===== config.mk =====
export PLATFORM = sky130hd
export DESIGN_NAME = fcl_loader
export DESIGN_NICKNAME = d
export VERILOG_FILES = /design/src/shared/fcl_pkg.sv /design/src/design/fcl_holdoff.sv /design/src/design/fcl_startup.sv /design/src/design/fcl_loader.sv
export SDC_FILE = /design/constraint.sdc
export NUM_CORES = 1
export LEC_CHECK = 0
export BUFFER_PORTS_ARGS = -buffer_cell sky130_fd_sc_hd__buf_2
export CAP_MARGIN = 15
export CORE_UTILIZATION = 40
export DETAILED_ROUTE_END_ITERATION = 7
export PLACE_DENSITY = 0.74
export REMOVE_ABC_BUFFERS = 1
export SYNTH_ARGS = -nofsm -noshare
export SYNTH_HDL_FRONTEND = slang
export SYNTH_SLANG_ARGS = --single-unit

===== constraint.sdc =====
create_clock -name CORE_CLK_IN -period 2.2 [get_ports CORE_CLK_IN]
set_input_delay 0.44 -clock CORE_CLK_IN [delete_from_list [all_inputs] [get_ports CORE_CLK_IN]]
set_output_delay 0.44 -clock CORE_CLK_IN [all_outputs]
set_load 0.1 [all_outputs]

===== src/shared/fcl_pkg.sv =====
// Package with fuse offsets, field layouts and timing constants.
package fcl_pkg;
  // Fuse byte indices; the byte address is four times the index.
  localparam logic [3:0] IDX_BROWNOUT   = 4'h1;
  localparam logic [3:0] IDX_OSCILLATOR = 4'h2;
  localparam logic [3:0] IDX_TIMCFG     = 4'h4;
  localparam logic [3:0] IDX_SYS0       = 4'h5;
  localparam logic [3:0] IDX_SYS1       = 4'h6;
  localparam logic [3:0] IDX_APP_END    = 4'h7;
  localparam logic [3:0] IDX_BOOT_END   = 4'h8;
  localparam logic [3:0] IDX_LOCK    = 4'hA;
  localparam logic [3:0] IDX_LAST    = 4'hA;
  // Own status and control registers on the bus.
  localparam logic [11:0] ADDR_STATUS = 12'h040;
  localparam logic [11:0] ADDR_CTRL   = 12'h044;
  localparam logic [11:0] ADDR_CAL16  = 12'h048;
  localparam logic [11:0] ADDR_CAL20  = 12'h04C;
  // Reset values of fuse images where a reset value is defined.
  localparam logic [7:0] RST_SYS0 = 8'hC4;
  localparam logic [7:0] RST_OSC  = 8'h02;
  localparam logic [7:0] RST_SYS1 = 8'h07;
  // Field positions.
  localparam int OSC_LOCK_BIT  = 7;
  localparam int SYS0_EE_KEEP  = 0;
  localparam logic [7:0] LOCK_OPEN = 8'hC5;
  localparam logic [1:0] FREQ_16M = 2'h1;
  localparam logic [1:0] FREQ_20M = 2'h2;
  localparam logic [1:0] PIN_GPIO = 2'h0;
  localparam logic [1:0] PIN_DBG  = 2'h1;
  localparam logic [1:0] PIN_RST  = 2'h2;
  localparam logic [1:0] CRC_NONE = 2'h3;
  localparam logic [1:0] BOD_RSVD = 2'h3;
  // Timing.
  localparam int HOLDOFF_SLOW_CYCLES = 768;
  localparam int CLK_KHZ             = 40000;
  localparam int STARTUP_UNIT_MS     = 1;
  localparam int MS_CYCLES = STARTUP_UNIT_MS * CLK_KHZ;
  typedef enum logic [1:0] {
    FCL_IDLE = 2'b00,
    FCL_LOAD = 2'b01,
    FCL_WAIT = 2'b10,
    FCL_DONE = 2'b11
  } fcl_state_e;
endpackage


===== src/design/fcl_holdoff.sv =====
// Counts slow oscillator ticks to hold off the shared pin driver.
`timescale 1ns/10ps
module fcl_holdoff #(
  parameter int COUNT = fcl_pkg::HOLDOFF_SLOW_CYCLES
) (
  input  wire logic clk_in,
  input  wire logic reset_in,
  input  wire logic start_in,
  input  wire logic slow_tick_in,
  output logic      busy_out
);
  import fcl_pkg::*;
  logic [10:0] cnt_r;
  logic [10:0] cnt_nxt;

  // Reload on every system reset release; count down on slow ticks.
  always_comb
  begin
    cnt_nxt = cnt_r;
    if (start_in)
      cnt_nxt = 11'(COUNT);
    else if (slow_tick_in && cnt_r != 11'h000)
      cnt_nxt = cnt_r - 11'h001;
  end

  // Reset loads the full count so the driver stays off from the start.
  always_ff @(posedge clk_in)
  begin
    if (reset_in)
      cnt_r <= 11'(COUNT);
    else
      cnt_r <= cnt_nxt;
  end

  assign busy_out = (cnt_r != 11'h000);
endmodule


===== src/design/fcl_startup.sv =====
// Start-up delay timer: 2^(code-1) milliseconds, zero for code 0.
`timescale 1ns/10ps
module fcl_startup #(
  parameter int MS_CYC = fcl_pkg::MS_CYCLES
) (
  input  wire logic       clk_in,
  input  wire logic       reset_in,
  input  wire logic       start_in,
  input  wire logic [2:0] code_in,
  output logic            done_out
);
  import fcl_pkg::*;
  logic [15:0] cyc_r;
  logic [15:0] cyc_nxt;
  logic [6:0]  ms_r;
  logic [6:0]  ms_nxt;
  logic        run_r;
  logic        run_nxt;

  // A millisecond prescaler feeds a millisecond down counter.
  always_comb
  begin
    cyc_nxt = cyc_r;
    ms_nxt  = ms_r;
    run_nxt = run_r;
    if (start_in)
    begin
      cyc_nxt = 16'(MS_CYC - 1);
      ms_nxt  = (code_in == 3'h0) ? 7'h00 : 7'(7'h01 << (code_in - 3'h1));
      run_nxt = (code_in != 3'h0);
    end
    else if (run_r)
    begin
      if (cyc_r == 16'h0000)
      begin
        cyc_nxt = 16'(MS_CYC - 1);
        ms_nxt  = ms_r - 7'h01;
        if (ms_r == 7'h01)
          run_nxt = 1'b0;
      end
      else
        cyc_nxt = cyc_r - 16'h0001;
    end
  end

  // Registers only.
  always_ff @(posedge clk_in)
  begin
    if (reset_in)
    begin
      cyc_r <= 16'h0000;
      ms_r  <= 7'h00;
      run_r <= 1'b0;
    end
    else
    begin
      cyc_r <= cyc_nxt;
      ms_r  <= ms_nxt;
      run_r <= run_nxt;
    end
  end

  assign done_out = !run_r && !start_in;
endmodule


===== src/design/fcl_loader.sv =====
// Fuse loader: reads fuse bytes at reset and drives configuration fields.
//
// Local design decision: register access over APB.
`timescale 1ns/10ps
module fcl_loader #(
  parameter int MS_CYC  = fcl_pkg::MS_CYCLES,
  parameter int HOLDOFF = fcl_pkg::HOLDOFF_SLOW_CYCLES
) (
  input  wire logic        CORE_CLK_IN,
  input  wire logic        RESET_IN,
  input  wire logic        POR_IN,
  input  wire logic        SLOW_OSC_IN,
  output logic [3:0]       FUSE_ADDR_OUT,
  input  wire logic [7:0]  FUSE_DATA_IN,
  input  wire logic [7:0]  CAL16_IN,
  input  wire logic [7:0]  CAL20_IN,
  input  wire logic        PSEL_IN,
  input  wire logic        PENABLE_IN,
  input  wire logic        PWRITE_IN,
  input  wire logic [11:0] PADDR_IN,
  input  wire logic [31:0] PWDATA_IN,
  input  wire logic [3:0]  PSTRB_IN,
  output logic [31:0]      PRDATA_OUT,
  output logic             PREADY_OUT,
  output logic             PSLVERR_OUT,
  output logic [1:0]       BOD_SLEEP_OUT,
  output logic [7:0]       BOD_CFG_OUT,
  output logic             OSC_CAL_LOCK_OUT,
  output logic             OSC_20M_SEL_OUT,
  output logic [7:0]       OSC_CAL_OUT,
  output logic [7:0]       TIMER_FAULT_CTRL_OUT,
  output logic [3:0]       COMPARE_PIN_EN_OUT,
  output logic [3:0]       COMPARE_DEFAULT_OUT,
  output logic [1:0]       CRC_SRC_OUT,
  output logic [1:0]       RST_PIN_FUNC_OUT,
  output logic             PIN_DRIVER_EN_OUT,
  output logic             EEPROM_KEEP_OUT,
  output logic [15:0]      APP_END_ADDR_OUT,
  output logic [15:0]      BOOT_END_ADDR_OUT,
  output logic             DEVICE_LOCKED_OUT,
  output logic             DEBUG_BUS_EN_OUT,
  output logic             CPU_RUN_OUT
);
  import fcl_pkg::*;

  fcl_state_e state_r;
  fcl_state_e state_nxt;
  logic [3:0] idx_r;
  logic [3:0] idx_nxt;
  logic       por_r;
  logic       por_nxt;
  logic [7:0] bod_r;
  logic [7:0] bod_nxt;
  logic [7:0] osc_r;
  logic [7:0] osc_nxt;
  logic [7:0] tim_r;
  logic [7:0] tim_nxt;
  logic [7:0] sys0_r;
  logic [7:0] sys0_nxt;
  logic [7:0] sys1_r;
  logic [7:0] sys1_nxt;
  logic [7:0] app_r;
  logic [7:0] app_nxt;
  logic [7:0] boot_r;
  logic [7:0] boot_nxt;
  logic [7:0] lock_r;
  logic [7:0] lock_nxt;
  logic       sd_start;
  logic       sd_done;
  logic       slow_s1_r;
  logic       slow_s2_r;
  logic       slow_s3_r;
  logic       slow_tick;
  logic       hold_busy;
  logic       rel_r;
  logic       wr_ok;

  // Combined byte-to-field decode used for both fields.
  function automatic logic [15:0] blk_addr(input logic [7:0] b);
    blk_addr = {b, 8'h00};
  endfunction

  // The slow oscillator is asynchronous, so it passes two flops first.
  always_ff @(posedge CORE_CLK_IN)
  begin
    slow_s1_r <= SLOW_OSC_IN;
    slow_s2_r <= slow_s1_r;
    slow_s3_r <= slow_s2_r;
  end
  assign slow_tick = slow_s2_r & ~slow_s3_r;

  // Loader sequence: walk fuse indices, wait start-up delay, release CPU.
  always_comb
  begin
    state_nxt  = state_r;
    idx_nxt    = idx_r;
    por_nxt    = por_r;
    bod_nxt    = bod_r;
    osc_nxt    = osc_r;
    tim_nxt    = tim_r;
    sys0_nxt   = sys0_r;
    sys1_nxt   = sys1_r;
    app_nxt    = app_r;
    boot_nxt   = boot_r;
    lock_nxt   = lock_r;
    sd_start   = 1'b0;
    unique case (state_r)
      FCL_IDLE:
      begin
        idx_nxt   = IDX_BROWNOUT;
        state_nxt = FCL_LOAD;
      end
      FCL_LOAD:
      begin
        // Fuse data belongs to the address issued last cycle.
        unique case (idx_r)
          IDX_BROWNOUT:   if (por_r) bod_nxt = FUSE_DATA_IN;
          IDX_OSCILLATOR: osc_nxt  = FUSE_DATA_IN;
          IDX_TIMCFG:     if (por_r) tim_nxt = FUSE_DATA_IN;
          IDX_SYS0:       sys0_nxt = FUSE_DATA_IN;
          IDX_SYS1:       sys1_nxt = FUSE_DATA_IN;
          IDX_APP_END:    app_nxt  = FUSE_DATA_IN;
          IDX_BOOT_END:   boot_nxt = FUSE_DATA_IN;
          IDX_LOCK:    lock_nxt = FUSE_DATA_IN;
          default:     idx_nxt  = idx_r;
        endcase
        if (idx_r == IDX_LAST)
        begin
          state_nxt = FCL_WAIT;
          sd_start  = 1'b1;
        end
        else
          idx_nxt = idx_r + 4'h1;
      end
      FCL_WAIT:
        if (sd_done)
        begin
          state_nxt = FCL_DONE;
          por_nxt   = 1'b0;
        end
      FCL_DONE:
        state_nxt = FCL_DONE;
    endcase
  end

  // A power-on mark survives warm resets so POR-only fields stay put.
  always_ff @(posedge CORE_CLK_IN)
  begin
    if (RESET_IN)
    begin
      state_r <= FCL_IDLE;
      idx_r   <= IDX_BROWNOUT;
      osc_r   <= RST_OSC;
      sys0_r  <= RST_SYS0;
      sys1_r  <= RST_SYS1;
      app_r   <= 8'h00;
      boot_r  <= 8'h00;
      lock_r  <= 8'h00;
      rel_r   <= 1'b1;
      if (POR_IN)
      begin
        por_r <= 1'b1;
        bod_r <= 8'h00;
        tim_r <= 8'h00;
      end
    end
    else
    begin
      state_r <= state_nxt;
      idx_r   <= idx_nxt;
      por_r   <= por_nxt;
      bod_r   <= bod_nxt;
      osc_r   <= osc_nxt;
      tim_r   <= tim_nxt;
      sys0_r  <= sys0_nxt;
      sys1_r  <= sys1_nxt;
      app_r   <= app_nxt;
      boot_r  <= boot_nxt;
      lock_r  <= lock_nxt;
      rel_r   <= 1'b0;
    end
  end

  // Reset must keep the processor stalled on the very next edge.
  property p_run_held_in_reset;
    @(posedge CORE_CLK_IN)
    RESET_IN |=> !CPU_RUN_OUT;
  endproperty
  a_run_held_in_reset: assert property (p_run_held_in_reset)
    else $error("Processor released while reset was held.");

  // The last fuse byte hands over to the start-up delay, never to run.
  property p_load_ends_in_wait;
    @(posedge CORE_CLK_IN) disable iff (RESET_IN)
    (state_r == FCL_LOAD && idx_r == IDX_LAST) |=> (state_r == FCL_WAIT);
  endproperty
  a_load_ends_in_wait: assert property (p_load_ends_in_wait)
    else $error("Loader did not enter the start-up wait.");

  // Oscillator image equals the byte returned for its index.
  property p_osc_image_loaded;
    @(posedge CORE_CLK_IN) disable iff (RESET_IN)
    (state_r == FCL_LOAD && idx_r == IDX_OSCILLATOR)
      |=> (osc_r == $past(FUSE_DATA_IN));
  endproperty
  a_osc_image_loaded: assert property (p_osc_image_loaded)
    else $error("Oscillator image differs from its fuse byte.");

  // System image feeds the pin function and scan source fields.
  property p_sys0_image_loaded;
    @(posedge CORE_CLK_IN) disable iff (RESET_IN)
    (state_r == FCL_LOAD && idx_r == IDX_SYS0)
      |=> (sys0_r == $past(FUSE_DATA_IN));
  endproperty
  a_sys0_image_loaded: assert property (p_sys0_image_loaded)
    else $error("System image differs from its fuse byte.");

  // The lock image is reloaded on every reset, warm or cold.
  property p_lock_image_loaded;
    @(posedge CORE_CLK_IN) disable iff (RESET_IN)
    (state_r == FCL_LOAD && idx_r == IDX_LOCK)
      |=> (lock_r == $past(FUSE_DATA_IN));
  endproperty
  a_lock_image_loaded: assert property (p_lock_image_loaded)
    else $error("Lock image differs from its fuse byte.");

  // A warm reset must not disturb the brown-out image.
  property p_bod_kept_warm;
    @(posedge CORE_CLK_IN) disable iff (RESET_IN)
    (state_r == FCL_LOAD && idx_r == IDX_BROWNOUT && !por_r)
      |=> $stable(bod_r);
  endproperty
  a_bod_kept_warm: assert property (p_bod_kept_warm)
    else $error("Brown-out image changed on a warm reset.");

  // A warm reset must not disturb the compare output settings.
  property p_tim_kept_warm;
    @(posedge CORE_CLK_IN) disable iff (RESET_IN)
    (state_r == FCL_LOAD && idx_r == IDX_TIMCFG && !por_r)
      |=> $stable(tim_r);
  endproperty
  a_tim_kept_warm: assert property (p_tim_kept_warm)
    else $error("Timer image changed on a warm reset.");

  assign FUSE_ADDR_OUT = idx_nxt;

  fcl_startup #(
    .MS_CYC   (MS_CYC)
  ) fcl_startup_inst (
    .clk_in   (CORE_CLK_IN),
    .reset_in (RESET_IN),
    .start_in (sd_start),
    .code_in  (sys1_r[2:0]),
    .done_out (sd_done)
  );

  // Hold-off restarts at each reset release, whatever the pin function.
  fcl_holdoff #(
    .COUNT        (HOLDOFF)
  ) fcl_holdoff_inst (
    .clk_in       (CORE_CLK_IN),
    .reset_in     (RESET_IN),
    .start_in     (rel_r),
    .slow_tick_in (slow_tick),
    .busy_out     (hold_busy)
  );

  // Decoded configuration fields.
  assign BOD_SLEEP_OUT        = bod_r[1:0];
  assign BOD_CFG_OUT          = bod_r;
  assign OSC_CAL_LOCK_OUT     = osc_r[OSC_LOCK_BIT];
  assign OSC_20M_SEL_OUT      = (osc_r[1:0] == FREQ_20M);
  // Reserved frequency codes fall back to the 20 MHz calibration.
  assign OSC_CAL_OUT = (osc_r[1:0] == FREQ_16M) ? CAL16_IN : CAL20_IN;
  assign TIMER_FAULT_CTRL_OUT = tim_r;
  assign COMPARE_PIN_EN_OUT   = tim_r[7:4];
  assign COMPARE_DEFAULT_OUT  = tim_r[3:0];
  assign CRC_SRC_OUT          = sys0_r[7:6];
  assign RST_PIN_FUNC_OUT     = sys0_r[3:2];
  assign PIN_DRIVER_EN_OUT = (sys0_r[3:2] == PIN_GPIO) && !hold_busy
                             && (state_r == FCL_DONE);
  assign DEVICE_LOCKED_OUT    = (lock_r != LOCK_OPEN);
  assign EEPROM_KEEP_OUT = sys0_r[SYS0_EE_KEEP] && !DEVICE_LOCKED_OUT;
  assign DEBUG_BUS_EN_OUT     = !DEVICE_LOCKED_OUT;
  assign APP_END_ADDR_OUT     = blk_addr(app_r);
  assign BOOT_END_ADDR_OUT    = blk_addr(boot_r);
  assign CPU_RUN_OUT          = (state_r == FCL_DONE);

  // No pin drive during the hold-off or when the pin is not GPIO.
  property p_driver_held_off;
    @(posedge CORE_CLK_IN) disable iff (RESET_IN)
    (hold_busy || RST_PIN_FUNC_OUT != PIN_GPIO) |-> !PIN_DRIVER_EN_OUT;
  endproperty
  a_driver_held_off: assert property (p_driver_held_off)
    else $error("Shared pin driven outside its allowed window.");

  // A locked part may never keep the EEPROM through a chip erase.
  property p_erase_when_locked;
    @(posedge CORE_CLK_IN) disable iff (RESET_IN)
    DEVICE_LOCKED_OUT |-> !EEPROM_KEEP_OUT;
  endproperty
  a_erase_when_locked: assert property (p_erase_when_locked)
    else $error("EEPROM kept on erase while locked.");

  // APB slave: zero wait states, writes accepted only at the lock image, which they leave unchanged.
  assign PREADY_OUT  = 1'b1;
  assign wr_ok       = PADDR_IN[11:2] == {6'h00, IDX_LOCK};
  assign PSLVERR_OUT = PSEL_IN && PENABLE_IN && PWRITE_IN && !wr_ok;

  // Read data registered at the setup edge and held afterwards.
  always_ff @(posedge CORE_CLK_IN)
  begin
    if (RESET_IN)
      PRDATA_OUT <= 32'h0000_0000;
    else if (PSEL_IN && !PENABLE_IN && !PWRITE_IN)
    begin
      PRDATA_OUT <= 32'h0000_0000;
      unique case (PADDR_IN)
        {6'h00, IDX_BROWNOUT, 2'b00}:   PRDATA_OUT[7:0] <= bod_r;
        {6'h00, IDX_OSCILLATOR, 2'b00}: PRDATA_OUT[7:0] <= osc_r;
        {6'h00, IDX_TIMCFG, 2'b00}:     PRDATA_OUT[7:0] <= tim_r;
        {6'h00, IDX_SYS0, 2'b00}:       PRDATA_OUT[7:0] <= sys0_r;
        {6'h00, IDX_SYS1, 2'b00}:       PRDATA_OUT[7:0] <= sys1_r;
        {6'h00, IDX_APP_END, 2'b00}:    PRDATA_OUT[7:0] <= app_r;
        {6'h00, IDX_BOOT_END, 2'b00}:   PRDATA_OUT[7:0] <= boot_r;
        {6'h00, IDX_LOCK, 2'b00}:    PRDATA_OUT[7:0] <= lock_r;
        ADDR_STATUS: PRDATA_OUT[3:0] <= {hold_busy, DEVICE_LOCKED_OUT,
                                         por_r, CPU_RUN_OUT};
        ADDR_CAL16:  PRDATA_OUT[7:0] <= CAL16_IN;
        ADDR_CAL20:  PRDATA_OUT[7:0] <= CAL20_IN;
        default:     PRDATA_OUT <= 32'h0000_0000;
      endcase
    end
  end
endmodule


# Yosys cells after proc, flatten, opt, wreduce, memory -nomap -nowiden
# Index checks and enable logic that the tools add are counted.
[classes] n_addsub=5 multipliers=0 div_mod_pow=0 n_lt_le_gt_ge=0 eq_ne=30 n_shift=1 n_mux=34 n_bitwise=2 reduce_logical=44
[ops] op="$mux W8" count=9
[ops] op="$eq A12 B5 Y1 const B" count=4
[ops] op="$mux W16" count=3
[ops] op="$pmux W4 S11" count=1
[ops] op="$pmux W4 S10" count=1
[ops] op="$eq A12 B7 Y1 const B" count=3
[ops] op="$mux W7" count=4
[ops] op="$eq A12 B6 Y1 const B" count=2
[ops] op="$eq A4 B3 Y1 const B" count=4
[ops] op="$logic_not A16 Y1" count=1
[ops] op="$reduce_and A2 Y1" count=8
[ops] op="$reduce_bool A2 Y1" count=8
[ops] op="$sub A16 B1 Y16 const B" count=1
[ops] op="$eq A12 B3 Y1 const B" count=1
[ops] op="$eq A12 B4 Y1 const B" count=1
[ops] op="$mux W1" count=11
[ops] op="$reduce_bool A11 Y1" count=1
[ops] op="$sub A11 B1 Y11 const B" count=1
[ops] op="$eq A10 B4 Y1 const B" count=1
[ops] op="$logic_and A1 B1 Y1" count=10
[ops] op="$eq A4 B4 Y1 const B" count=2
[ops] op="$ne A8 B8 Y1 const B" count=1
[ops] op="$pmux W2 S4" count=1
[ops] op="$pmux W4 S2" count=1
[ops] op="22 further kinds" count=36
[word_totals] reg_bits=118 latchBits=0 ramBits=0 romBits=0 input_bits=79 output_inout_bits=115 elab_cells=137 n_memories=0

# Longest topological paths before layout
# Gate-level depths: netlist of run 1.
[logic_depth] word_depth=8 mapped_depth=10 ltp_nobuf=7

# Modules after synthesis
# A second synthesis of run 1 with hierarchy kept.
[unflattened] hier_cells=751 hier_area_um2=6683.9
[by_module_without_submodules] mod="fcl_loader" instances=1 cells_each=508 area_each_um2=4693.3 seq_area_each_um2=1831.8
[by_module_without_submodules] mod="fcl_startup" instances=1 cells_each=175 area_each_um2=1400.1 seq_area_each_um2=480.5
[by_module_without_submodules] mod="fcl_holdoff" instances=1 cells_each=68 area_each_um2=590.6 seq_area_each_um2=220.2

# Worst setup path before layout of run 1
# Ideal clock, no wire load.
[synth_path] kind="reg-to-output" startpoint="reg lock_r[3]" endpoint="out DEVICE_LOCKED_OUT" t_arrival_ps=5020 t_required_ps=1760 path_slack_ps=-3260 path_stages_with_launch=4 n_path_buf=0 cell_sequence="dfxtp_1 -> nand4bb_1 -> nor4_1 -> inv_1"
[synth_between] elab_chain_len=1
[synth_lines] item="start: declaration" line="fcl_loader.sv:66" source="logic [7:0] lock_r;"
[synth_lines] item="start signal: assignment" line="fcl_loader.sv:179" source="lock_r <= lock_nxt;"
[synth_lines] item="$ne A8 B8 Y1" line="fcl_loader.sv:282" source="assign DEVICE_LOCKED_OUT = (lock_r != LOCK_OPEN);"
[synth_lines] item="end: declaration" line="fcl_loader.sv:40" source="output logic DEVICE_LOCKED_OUT,"
# Every way passes these cells.

# Worst setup path in the final report of run 1
[layout_path] startpoint="reg fcl_holdoff_inst.cnt_r[0]" endpoint="out PIN_DRIVER_EN_OUT"
[layout_between] elab_chain_len=4
[layout_lines] item="start: declaration" line="fcl_holdoff.sv:13" source="logic [10:0] cnt_r;"
[layout_lines] item="start signal: assignment" line="fcl_holdoff.sv:30" source="cnt_r <= 11'(COUNT);"
[layout_lines] item="start signal: assignment" line="fcl_holdoff.sv:32" source="cnt_r <= cnt_nxt;"
[layout_lines] item="$reduce_bool A11 Y1" line="fcl_holdoff.sv:35" source="assign busy_out = (cnt_r != 11'h000);"
[layout_lines] item="$logic_not A1 Y1" line="fcl_loader.sv:280" source="assign PIN_DRIVER_EN_OUT = (sys0_r[3:2] == PIN_GPIO) && !hold_busy"
[layout_lines] item="$logic_and A1 B1 Y1" line="fcl_loader.sv:280"
[layout_lines] item="$logic_and A1 B1 Y1" line="fcl_loader.sv:281" source="&& (state_r == FCL_DONE);"
[layout_lines] item="end: declaration" line="fcl_loader.sv:36" source="output logic PIN_DRIVER_EN_OUT,"
# Every way passes these cells.

==> impl_metrics.csv, run 1 <==
group,metric,value,unit
timing,finalHoldViolCount,0,
yosys,postSynth.topFlopCell,"sky130_fd_sc_hd__dfxtp_1",
yosys,syn_area_per_cell,8.584,um^2
finish,final_design_area_no_fill,0.008310,mm^2
global_route,number_of_antenna_violations_at_the_first_check_in_global_routing,2,
timing,setup-violations-final,1,
yosys,synth.cell_area,0.006455,mm^2
clock_network,buffer_levels_on_the_longest_clock_path,2,
timing,max_freq,435.6,MHz
clock_network,ctsRootBufferMaster,"sky130_fd_sc_hd__clkbuf_16",
critical_path,r2r_start,"fcl_startup_inst.cyc_r[7]",
finish,nets,981,
min_path,timing.hold.worst_endpoint,"slow_s1_r",
clock_network,path_clk_slew,0.05,ns
timing,setup_total_negative_slack,-0.09569,ns
drt,detailedRoute.firstIterationViolations,749,
place,place.detailed.hpwl,13810,um
timing,timing.final.crit_period,2.296,ns
finish,synthToLayoutAreaGrowth,28.75,%
timing,finalWorstSetupSlack,-0.09569,ns
finish,final.fill_count,1428,
run_status,run_status,"complete, but fails checks",
drt,finalWirelength,19450,um
clock_network,cts_buffers,17,
global_route,grtUsageTotal,0.2330,
clock_network,clock-sinks,118,
critical_path,cp.arrival,1.86,ns
finish,final_common_cell,"sky130_fd_sc_hd__buf_2",
power_and_ir_drop,vdd.ir_drop.worst,0.6331,mV
place,dpl-instance-area,0.007525,mm^2
critical_path,path_class,"reg2out",
min_path,hold_path.startpoint,"SLOW_OSC_IN",
clock_network,htree_levels,4,
critical_path,r2r-end,"fcl_startup_inst.run_r",
global_route,vias_in_the_first_global_route,5609,
critical_path,critPathLaunchType,"flip-flop",
power_and_ir_drop,leakage_power,3.303,nW
die,initial_core_util,0.4078,
drt,post_drt_via_cell_ratio,5.571,
place,globalplace.congestion,0.9419,
critical_path,critPathRequiredTime,1.76,ns
run_status,failed_checks,"setup timing",
timing,finClkSkew,0.006485,ns
critical_path,cp_max_fo,3,
global_route,grt_pass1_wl,29660,um
global_route,globalRouteOverflowTotal,0,
drt,antenna_left,0,
die,die-area,0.01665,mm^2
timing,fin_crit_sh,1.043,
min_path,min_path_type,"in2reg",
yosys,post_synth_num_cell_types,66,
timing,grt_setup_unrepaired,"true",
yosys,postSynth.asyncResetShare,0,
timing,worst-slew-pin-transition,0.5254,ns
die,placement_rows,46,
run,max_cap_violation_count,0,
die,fp.dieH,129.0,um
clock_network,postCtsHoldBufs,0,
yosys,number_of_instances_in_the_synthesized_netlist,752,
timing,timing_max_transition_violations_final,0,
min_path,worstHoldPathCells,1,
clock_network,clkLatencyLatePin,0.42,ns
finish,most-common-layout-cells,"sky130_fd_sc_hd__buf_2 (101), sky130_fd_sc_hd__dfxtp_1 (96), sky130_fd_sc_hd__nand2_1 (78)",
die,ios,194,
yosys,fraction_of_the_yosys_area_taken_by_sequential_cells,0.3923,
timing,final.hold.worst_slack,0.1239,ns
critical_path,reg2reg_depth,5,
place,portBuffers,116,
finish,final_layout_size_suffix_gt1_frac,0.2792,
clock_network,cts_tree,"yes",
global_route,largest_net_degree_at_the_start_of_global_routing,52,
yosys,synth_seq_cells,118,
die,die_w,129.0,um
drt,vias,6262,
yosys,synth-edff-count,17,
power_and_ir_drop,power_per_cell_area,758.5,mW/mm^2
drt,post_drt_wl_per_cell,17.31,um
die,core_region_area,0.01583,mm^2
critical_path,timing.critical_path.from,"fcl_holdoff_inst.cnt_r[0]",
timing,slew_headroom,0.6452,
drt,drt_first_pass_iters,5,
drt,drc,0,
critical_path,setup.reg_to_reg.worst_slack,0.17,ns
critical_path,worst_setup_path_end_kind,"output pin",
yosys,number_of_warnings_issued_by_yosys,0,
## logic make-up (layout without fill, tap and decap cells)
family / Yosys count / after routing / share of synthesized area
AO/OA/AOI/OAI: 157 / 157 / 0.1648
XOR/XNOR: 24 / 24 / 0.03256
adder cells (fa/ha/maj): 9 / 9 / 0.01745
buffers and inverters: 114 / 229 / 0.09963
flip-flops: 118 / 118 / 0.3923
multiplexers: 28 / 28 / 0.04497
other: 2 / 43 / 0.001163
AND/OR/NAND/NOR: 300 / 300 / 0.2471
## layer usage
layer,up-vias,GRT usage,wire length (um)
met3,49,0.06111,1715
li1,2927,-,-
met4,0,0.09550,513
met1,2960,0.2997,8057
met2,326,0.3717,9167
met5,-,0,0
## area by class of cell
class                   instances  area [um^2]  area share
repair buffers                179         1286      0.1548
diodes                          2        5.005   0.0006022
inverters                      18        67.56    0.008130
multi-input cells             559         3530      0.4247
well taps                     216        270.3     0.03252
clock inverters                14        183.9     0.02213
clock buffers                  18        429.2     0.05164
flip-flops and latches        118         2539      0.3055
## worst max-delay path by stage
stage,slack (ns),to
final,-0.1,PIN_DRIVER_EN_OUT
after global routing,-0.25,PIN_DRIVER_EN_OUT
after CTS,-0.09,PIN_DRIVER_EN_OUT
after detailed placement,0.06,PRDATA_OUT[1]
after global placement,0.12,PRDATA_OUT[1]
after floorplan,-3.26,DEVICE_LOCKED_OUT
## sequential cells by signal, indices dropped and copies added, names as in the netlist, 2 cells and up
name	count
BOD_CFG_OUT	8
lock_r	8
state_r	2
PRDATA_OUT	8
TIMER_FAULT_CTRL_OUT	8
sys0_r	8
app_r	8
sys1_r	8
fcl_startup_inst.ms_r	7
fcl_startup_inst.cyc_r	16
idx_r	4
osc_r	8
fcl_holdoff_inst.cnt_r	11
boot_r	8
## worst max-delay path: stages (launching register included)
cell and delay [ns]:
sky130_fd_sc_hd__dfxtp_2 0.33, sky130_fd_sc_hd__inv_1 0.05, sky130_fd_sc_hd__ha_1 0.16, sky130_fd_sc_hd__nor3b_2 0.20, sky130_fd_sc_hd__nand4_1 0.17, sky130_fd_sc_hd__nor4_2 0.20, sky130_fd_sc_hd__buf_4 0.16, sky130_fd_sc_hd__buf_12 0.16
## report_power, final
part	total (mW)	internal (mW)	switching [mW]
Sequential	2.27	2.23	0.0367
Combinational	1.14	0.233	0.909
Clock	2.89	1.88	1.02
Total	6.30	4.34	1.96
## repair_timing
item,4_1_cts,5_1_grt
endpoints found under the setup margin,4,12
buffers inserted,1,6
pin swaps,2,5
gates resized for setup,15,14
## cells in the mapped netlist, drive strengths merged, types with 5 or more instances
library cell / count / area [um^2]
o22ai: 5 / 31.28
nand2: 79 / 296.5
a31oi: 7 / 43.79
or2: 6 / 37.54
inv: 18 / 67.56
mux2: 8 / 90.09
and3: 8 / 50.05
nand4b: 6 / 52.55
and3b: 6 / 52.55
ha: 9 / 112.6
o211ai: 8 / 60.06
dfxtp: 101 / 2022
clkbuf: 31 / 116.4
a22oi: 17 / 127.6
xor2: 17 / 148.9
nor4: 11 / 83.83
nand3b: 11 / 82.58
nand4: 10 / 62.56
a21oi: 54 / 270.3
or4: 6 / 48.80
xnor2: 7 / 61.31
a211o: 8 / 70.07
or3: 7 / 43.79
mux2i: 20 / 200.2
edfxtp: 17 / 510.5
nor2b: 25 / 156.4
nand3: 39 / 195.2
o21ai: 15 / 75.07
a211oi: 8 / 65.06
nor2: 52 / 195.2
nor3: 15 / 75.07
buf: 65 / 459.2
## through the flow
stage / power, mW / std cells / setup slack [ns] / util
after global placement: 3.418 / 1083 / 0.1176 / 0.4754
final: 6.304 / 1124 / -0.09569 / 0.5251
after floorplan: 3.098 / 695 / -3.260 / -
after detailed placement: 3.422 / 1083 / 0.06488 / 0.4754
after global routing: 6.475 / 1123 / -0.2458 / 0.5249
after CTS: 6.307 / 1116 / -0.09110 / 0.5179
(Power assumes the default switching activity.)
==> inputs of run 2 (changes only) <==
--- a/config.mk
+++ b/config.mk
@@ -7,9 +7,10 @@
 export LEC_CHECK = 0
 export BUFFER_PORTS_ARGS = -buffer_cell sky130_fd_sc_hd__buf_2
 export CAP_MARGIN = 15
-export CORE_UTILIZATION = 40
+export CORE_UTILIZATION = 25
 export DETAILED_ROUTE_END_ITERATION = 7
-export PLACE_DENSITY = 0.74
+export PLACE_DENSITY = 0.53
+export RECOVER_POWER = 100
 export REMOVE_ABC_BUFFERS = 1
 export SYNTH_ARGS = -nofsm -noshare
 export SYNTH_HDL_FRONTEND = slang
==> run 2 against run 1 <==
  * The flow still finishes with violations (setup timing)
  * Sequential power is essentially flat
  * Maximum frequency rose by 0.17%
  * Register-to-register slack lost 0.05 ns
  * Worst setup slack better by 0.0040 ns
  * Via count is 3.3% lower
==> impl_metrics.csv, run 2 (same netlist as run 1, synthesis figures left out) <==
group,metric,value,unit
timing,max_freq,436.4,MHz
global_route,number_of_antenna_violations_at_the_first_check_in_global_routing,2,
power_and_ir_drop,leakage_power,3.317,nW
power_and_ir_drop,share_clk_of_total_power,0.450,
finish,top_regs,"fcl_startup_inst.cyc_r x16, fcl_holdoff_inst.cnt_r x11",
drt,finalWirelength,21430,um
timing,timing_max_transition_violations_final,0,
timing,finClkSkew,0.008586,ns
drt,post_drt_wl_per_cell,17.21,um
critical_path,critPathLaunchType,"flip-flop",
drt,detailedRoute.firstIterationViolations,447,
die,initial_core_util,0.2556,
critical_path,worst_setup_path_end_kind,"output pin",
finish,final_common_cell,"sky130_fd_sc_hd__dfxtp_1",
timing,worst-slew-pin-transition,0.9538,ns
critical_path,worst-path-stages,7,
finish,max_flop_register,"fcl_startup_inst.cyc_r",
die,die_w,162.7,um
place,globalplace.congestion,0.8730,
drt,routed-wl-met3,1308,um
global_route,vias_in_the_first_global_route,5537,
run_status,failed_checks,"setup timing",
place,portBuffers,116,
timing,slew_headroom,0.3641,
critical_path,critical_path_buf_inv_count,2,
min_path,min_path_type,"in2reg",
power_and_ir_drop,vdd.ir_drop.worst,0.4330,mV
clock_network,buffer_levels_on_the_longest_clock_path,2,
critical_path,end_point_of_the_critical_path,"FUSE_ADDR_OUT[0]",
global_route,largest_net_degree_at_the_start_of_global_routing,45,
timing,setup-violations-final,3,
timing,timing.final.crit_period,2.292,ns
power_and_ir_drop,power_per_cell_area,734.5,mW/mm^2
timing,finalWorstSetupSlack,-0.09173,ns
finish,final.fill_count,2696,
power_and_ir_drop,comb_power_share,0.185,
die,core_region_area,0.02525,mm^2
timing,finalHoldViolCount,0,
clock_network,ctsRootBufferMaster,"sky130_fd_sc_hd__clkbuf_16",
drt,drt_first_pass_iters,5,
clock_network,path_clk_slew,0.06,ns
finish,final_layout_size_suffix_gt1_frac,0.2801,
timing,fin_crit_sh,1.042,
power_and_ir_drop,totalPowerFinal,6.210,mW
run_status,run_status,"complete, but fails checks",
global_route,globalRouteOverflowTotal,0,
critical_path,critical_path.max_stage_delay,0.31,ns
drt,highest-signal-layer,"met5",
finish,largest_register_ffs,16,
die,die-area,0.02647,mm^2
critical_path,timing.critical_path.max_delay_family,"buffers and inverters",
clock_network,cts_tree,"yes",
critical_path,r2r_start,"fcl_holdoff_inst.cnt_r[1]",
critical_path,cp.arrival,1.85,ns
drt,wl_met1,9917,um
clock_network,clkLatencyLatePin,0.42,ns
power_and_ir_drop,power.share.sequential,0.365,
clock_network,postCtsHoldBufs,0,
die,fp.dieH,162.7,um
die,ios,194,
critical_path,r2r-end,"fcl_holdoff_inst.cnt_r[5]",
clock_network,clock-sinks,118,
finish,final_design_utilization,0.3348,
drt,wl_met2,10030,um
timing,final.hold.worst_slack,0.1311,ns
drt,vias,6054,
finish,most-common-layout-cells,"sky130_fd_sc_hd__dfxtp_1 (95), sky130_fd_sc_hd__nand2_1 (79), sky130_fd_sc_hd__buf_4 (63)",
power_and_ir_drop,power_switching,2.035,mW
critical_path,setup.reg_to_reg.worst_slack,0.12,ns
critical_path,critical_path.cell_chain,"inv_1, ha_4, nand2_1, nor2_1, mux2i_1, a22oi_2, buf_12",
power_and_ir_drop,switching_share,0.3278,
critical_path,timing.critical_path.from,"idx_r[0]",
min_path,hold_path.startpoint,"SLOW_OSC_IN",
critical_path,path_class,"reg2out",
drt,drc,0,
critical_path,cp_max_fo,3,
finish,synthToLayoutAreaGrowth,30.98,%
place,place.detailed.hpwl,16030,um
die,placement_rows,58,
place,detailedPlace.worstSlack,-0.08233,ns
timing,grt_setup_unrepaired,"true",
power_and_ir_drop,intPower,4.174,mW
finish,nets,989,
drt,post_drt_via_cell_ratio,4.863,
critical_path,critical-path-slowest-cell,"sky130_fd_sc_hd__dfxtp_1",
drt,antenna_left,0,
clock_network,cts_buffers,17,
run,max_cap_violation_count,0,
clock_network,htree_levels,4,
global_route,grtUsageTotal,0.1630,
place,dpl-instance-area,0.007742,mm^2
finish,final_design_area_no_fill,0.008454,mm^2
critical_path,critPathRequiredTime,1.76,ns
critical_path,reg2reg_depth,8,
global_route,grt_pass1_wl,32640,um
[run 2: per-layer routing]
| layer | vias to the layer above | global-route usage |
|---|---|---|
| met5 | - | 0 |
| met4 | 2 | 0.04460 |
| li1 | 2929 | - |
| met2 | 182 | 0.2588 |
| met3 | 13 | 0.03972 |
| met1 | 2928 | 0.2185 |
[run 2: worst register-to-register path: stages (launching register included)]
cell	delay, ns
sky130_fd_sc_hd__dfxtp_1	0.35
sky130_fd_sc_hd__inv_1	0.05
sky130_fd_sc_hd__ha_1	0.18
sky130_fd_sc_hd__nor3b_4	0.15
sky130_fd_sc_hd__buf_4	0.15
sky130_fd_sc_hd__a41oi_1	0.44
sky130_fd_sc_hd__nand3_1	0.19
sky130_fd_sc_hd__or3_1	0.34
sky130_fd_sc_hd__a21oi_1	0.15
[run 2: worst min-delay path by stage]
| stage | end | slack, ns | cells after the start |
|---|---|---|---|
| floorplan | slow_s2_r | 0.31 | 0 |
| global route | slow_s1_r | 0.12 | 1 |
| detailed placement | slow_s2_r | 0.31 | 0 |
| CTS | slow_s1_r | 0.12 | 1 |
| finish | slow_s1_r | 0.13 | 1 |
| global placement | slow_s2_r | 0.32 | 0 |
[run 2: power groups by stage]
stage                     logic, mW  clock network, mW  registers (mW)
final                          1.15               2.80            2.27
after global routing           1.19               2.94            2.27
after CTS                      1.15               2.85            2.27
after detailed placement       1.14                  0            2.31
after global placement         1.14                  0            2.31
after floorplan               0.565                  0            2.53
[run 2: timing repair]
action                     in CTS  in global routing
resized for setup              20                 14
pin swaps                       3                  7
setup endpoints to repair      12                  8
gates cloned                    0                  0
setup buffers                   3                  3
[run 2: cell type report]
| cell class | count | area (um^2) | share of cell area |
|---|---|---|---|
| antenna | 1 | 2.502 | 0.0002960 |
| clock buffer | 19 | 442.9 | 0.05239 |
| clock inverter | 13 | 147.6 | 0.01746 |
| inverter | 18 | 67.56 | 0.007992 |
| multi-input combinational | 559 | 3515 | 0.4157 |
| sequential | 118 | 2542 | 0.3007 |
| tap | 330 | 412.9 | 0.04884 |
| timing repair buffer | 187 | 1324 | 0.1566 |
[run 2: metrics by stage]
step | TNS, ns | instances
floorplan | -45.16 | 695
global placement | -0.02550 | 1206
detailed placement | -0.09328 | 1206
CTS | -0.1171 | 1241
global route | -0.8158 | 1244
finish | -0.2084 | 1245
==> inputs of run 3 (changes only) <==
--- a/config.mk
+++ b/config.mk
@@ -9,9 +9,10 @@
 export CAP_MARGIN = 15
 export CORE_UTILIZATION = 25
 export DETAILED_ROUTE_END_ITERATION = 7
-export PLACE_DENSITY = 0.53
+export PLACE_DENSITY = 0.52
 export RECOVER_POWER = 100
 export REMOVE_ABC_BUFFERS = 1
+export SETUP_SLACK_MARGIN = 0.5
 export SYNTH_ARGS = -nofsm -noshare
 export SYNTH_HDL_FRONTEND = slang
 export SYNTH_SLANG_ARGS = --single-unit
==> constraint.sdc (replaced) <==
create_clock -name CORE_CLK_IN -period 2.3 [get_ports CORE_CLK_IN]
set_input_delay 0.46 -clock CORE_CLK_IN [delete_from_list [all_inputs] [get_ports CORE_CLK_IN]]
set_output_delay 0.46 -clock CORE_CLK_IN [all_outputs]
set_load 0.1 [all_outputs]
==> run 3 against run 2 <==
  * Critical path type unchanged
  * Utilization rose by 3.6 points
  * Count of clock-buffer cells in the layout up 1
  * Die area did not move
  * Largest power group unchanged
  * Clock power grew 3%
  * The run still ends with setup timing left
  * Critical endpoint unchanged
  * Register-to-register slack better by 0.13 ns
==> impl_metrics.csv, run 3 (same netlist as run 1, synthesis figures left out) <==
group,metric,value,unit
power_and_ir_drop,comb_power_share,0.189,
run_status,failed_checks,"setup timing",
finish,nets,1008,
critical_path,critical_path.cell_chain,"ha_4, nand2_4, nor2_4, mux2i_2, a22oi_2, buf_12",
clock_network,htree_levels,4,
timing,max_freq,422.3,MHz
power_and_ir_drop,leakage_power,3.677,nW
drt,drt_first_pass_iters,8,
timing,timing.final.crit_period,2.368,ns
clock_network,clkLatencyLatePin,0.42,ns
die,fp.dieH,162.7,um
clock_network,postCtsHoldBufs,0,
die,placement_rows,58,
place,detailedPlace.worstSlack,0.02743,ns
timing,setup-violations-final,1,
finish,max_flop_register,"fcl_startup_inst.cyc_r",
clock_network,buffer_levels_on_the_longest_clock_path,2,
finish,largest_register_ffs,16,
timing,setup_total_negative_slack,-0.06790,ns
drt,detailedRoute.firstIterationViolations,413,
global_route,vias_in_the_first_global_route,5754,
min_path,min_path_type,"in2reg",
power_and_ir_drop,totalPowerFinal,6.233,mW
clock_network,path_clk_slew,0.05,ns
drt,finalWirelength,22020,um
drt,post_drt_wl_per_cell,17.41,um
critical_path,cp_max_fo,5,
timing,finClkSkew,0.008790,ns
finish,final_layout_size_suffix_gt1_frac,0.3934,
place,globalplace.congestion,0.8937,
place,place.detailed.instances,1189,
critical_path,critPathRequiredTime,1.84,ns
finish,final_common_cell,"sky130_fd_sc_hd__buf_2",
timing,finalWorstSetupSlack,-0.06790,ns
global_route,largest_net_degree_at_the_start_of_global_routing,44,
die,core_region_area,0.02525,mm^2
place,dpl-instance-area,0.007622,mm^2
global_route,grtUsageTotal,0.1644,
critical_path,path_class,"reg2out",
drt,antenna_left,0,
place,portBuffers,116,
timing,slew_headroom,0.2407,
power_and_ir_drop,vdd.ir_drop.worst,0.4051,mV
clock_network,ctsRootBufferMaster,"sky130_fd_sc_hd__clkbuf_16",
finish,most-common-layout-cells,"sky130_fd_sc_hd__buf_2 (92), sky130_fd_sc_hd__dfxtp_1 (86), sky130_fd_sc_hd__buf_4 (64)",
critical_path,setup.reg_to_reg.worst_slack,0.25,ns
critical_path,critical_path.max_stage_delay,0.54,ns
drt,post_drt_via_cell_ratio,4.890,
finish,final_cell_count_no_fill,1265,
power_and_ir_drop,switching_share,0.3109,
clock_network,cts_buffers,17,
global_route,globalRouteOverflowTotal,0,
timing,finalHoldViolCount,0,
critical_path,cp.arrival,1.91,ns
global_route,number_of_antenna_violations_at_the_first_check_in_global_routing,2,
critical_path,critical-path-slowest-cell,"sky130_fd_sc_hd__dfxtp_1",
clock_network,clock-sinks,118,
power_and_ir_drop,power.share.sequential,0.348,
timing,fin_crit_sh,1.030,
die,initial_core_util,0.2556,
critical_path,worst_setup_path_end_kind,"output pin",
timing,grt_setup_unrepaired,"true",
die,die_w,162.7,um
power_and_ir_drop,power_switching,1.938,mW
drt,drc,0,
die,ios,194,
run_status,run_status,"complete, but fails checks",
run,max_cap_violation_count,0,
finish,top_regs,"fcl_startup_inst.cyc_r x16, fcl_holdoff_inst.cnt_r x11",
global_route,grt_pass1_wl,32990,um
finish,synthToLayoutAreaGrowth,45.12,%
drt,vias,6186,
timing,worst-slew-pin-transition,1.139,ns
die,die-area,0.02647,mm^2
clock_network,cts_tree,"yes",
finish,final_design_area_no_fill,0.009368,mm^2
critical_path,critPathLaunchType,"flip-flop",
power_and_ir_drop,intPower,4.295,mW
power_and_ir_drop,power_per_cell_area,665.3,mW/mm^2
power_and_ir_drop,share_clk_of_total_power,0.463,
timing,timing_max_transition_violations_final,0,
place,place.detailed.hpwl,15690,um
==> run 3: cell count changes in the layout (fill, tap and decap cells not counted), moves of 8 or more <==
cell / before / now
sky130_fd_sc_hd__a21oi_1: 54 / 42
sky130_fd_sc_hd__a21oi_2: 0 / 12
sky130_fd_sc_hd__buf_2: 62 / 92
sky130_fd_sc_hd__buf_6: 1 / 22
sky130_fd_sc_hd__clkbuf_2: 39 / 2
sky130_fd_sc_hd__dfxtp_1: 95 / 86
sky130_fd_sc_hd__nand2_1: 79 / 62
sky130_fd_sc_hd__nand2_2: 0 / 12
sky130_fd_sc_hd__nor2b_1: 24 / 16
==> run 3: per-stage QoR <==
stage | hold WS (ns) | util
floorplan | 0.3096 | -
global placement | 0.3139 | 0.3018
detailed placement | 0.3143 | 0.3018
CTS | 0.1477 | 0.3520
global route | 0.1416 | 0.3707
finish | 0.1503 | 0.3709
==> run 3: final timing paths <==
check,cells after the start,start,endpoint
worst max-delay path,6,idx_r[1],FUSE_ADDR_OUT[0]
worst min-delay path,1,SLOW_OSC_IN,slow_s1_r
worst max register to register,12,idx_r[1],lock_r[0]
worst min register to register,0,slow_s1_r,slow_s2_r
==> run 3: critical path: cells and delay by family (launching register included) <==
family	cells	cell delay, ns
DFF	1	0.54
muxes	1	0.24
adders and majority gates	1	0.22
and+or+nand+nor	2	0.18
AOI/OAI and AO/OA	1	0.11
buffers and inverters	1	0.18
==> run 3: metal layers <==
layer  routed length [um]  track usage  up-vias  part of all wire
met4                  293      0.04291        0             0.013
met5                    0            0        -                 0
met1                10060       0.2239     2994              0.46
li1                     -            -     2982                 -
met3                 1326      0.03871       20             0.060
met2                10330       0.2590      190              0.47
==> run 3: cell type report <==
| class | count | area (um^2) |
|---|---|---|
| fill | 2565 | 15890 |
| multi-input combinational | 559 | 3984 |
| sequential | 118 | 2561 |
| timing repair buffer | 206 | 1687 |
| clock buffer | 20 | 466.7 |
| tap | 330 | 412.9 |
| clock inverter | 12 | 173.9 |
| inverter | 18 | 77.57 |
| antenna | 2 | 5.005 |
==> run 3: what timing repair did <==
| action | CTS | global route |
|---|---|---|
| gates cloned | 1 | 0 |
| setup endpoints to repair | 64 | 88 |
| resized for setup | 120 | 91 |
| buffers inserted | 24 | 17 |
| pin swaps | 41 | 37 |
==> run 3: power groups by stage <==
stage / Clock [mW] / Sequential [mW] / Combinational [mW]
6_report: 2.89 / 2.17 / 1.18
5_1_grt: 3.02 / 2.17 / 1.22
4_1_cts: 2.94 / 2.16 / 1.13
3_5_place_dp: 0 / 2.21 / 1.07
3_3_place_gp: 0 / 2.21 / 1.07
2_1_floorplan: 0 / 2.42 / 0.540
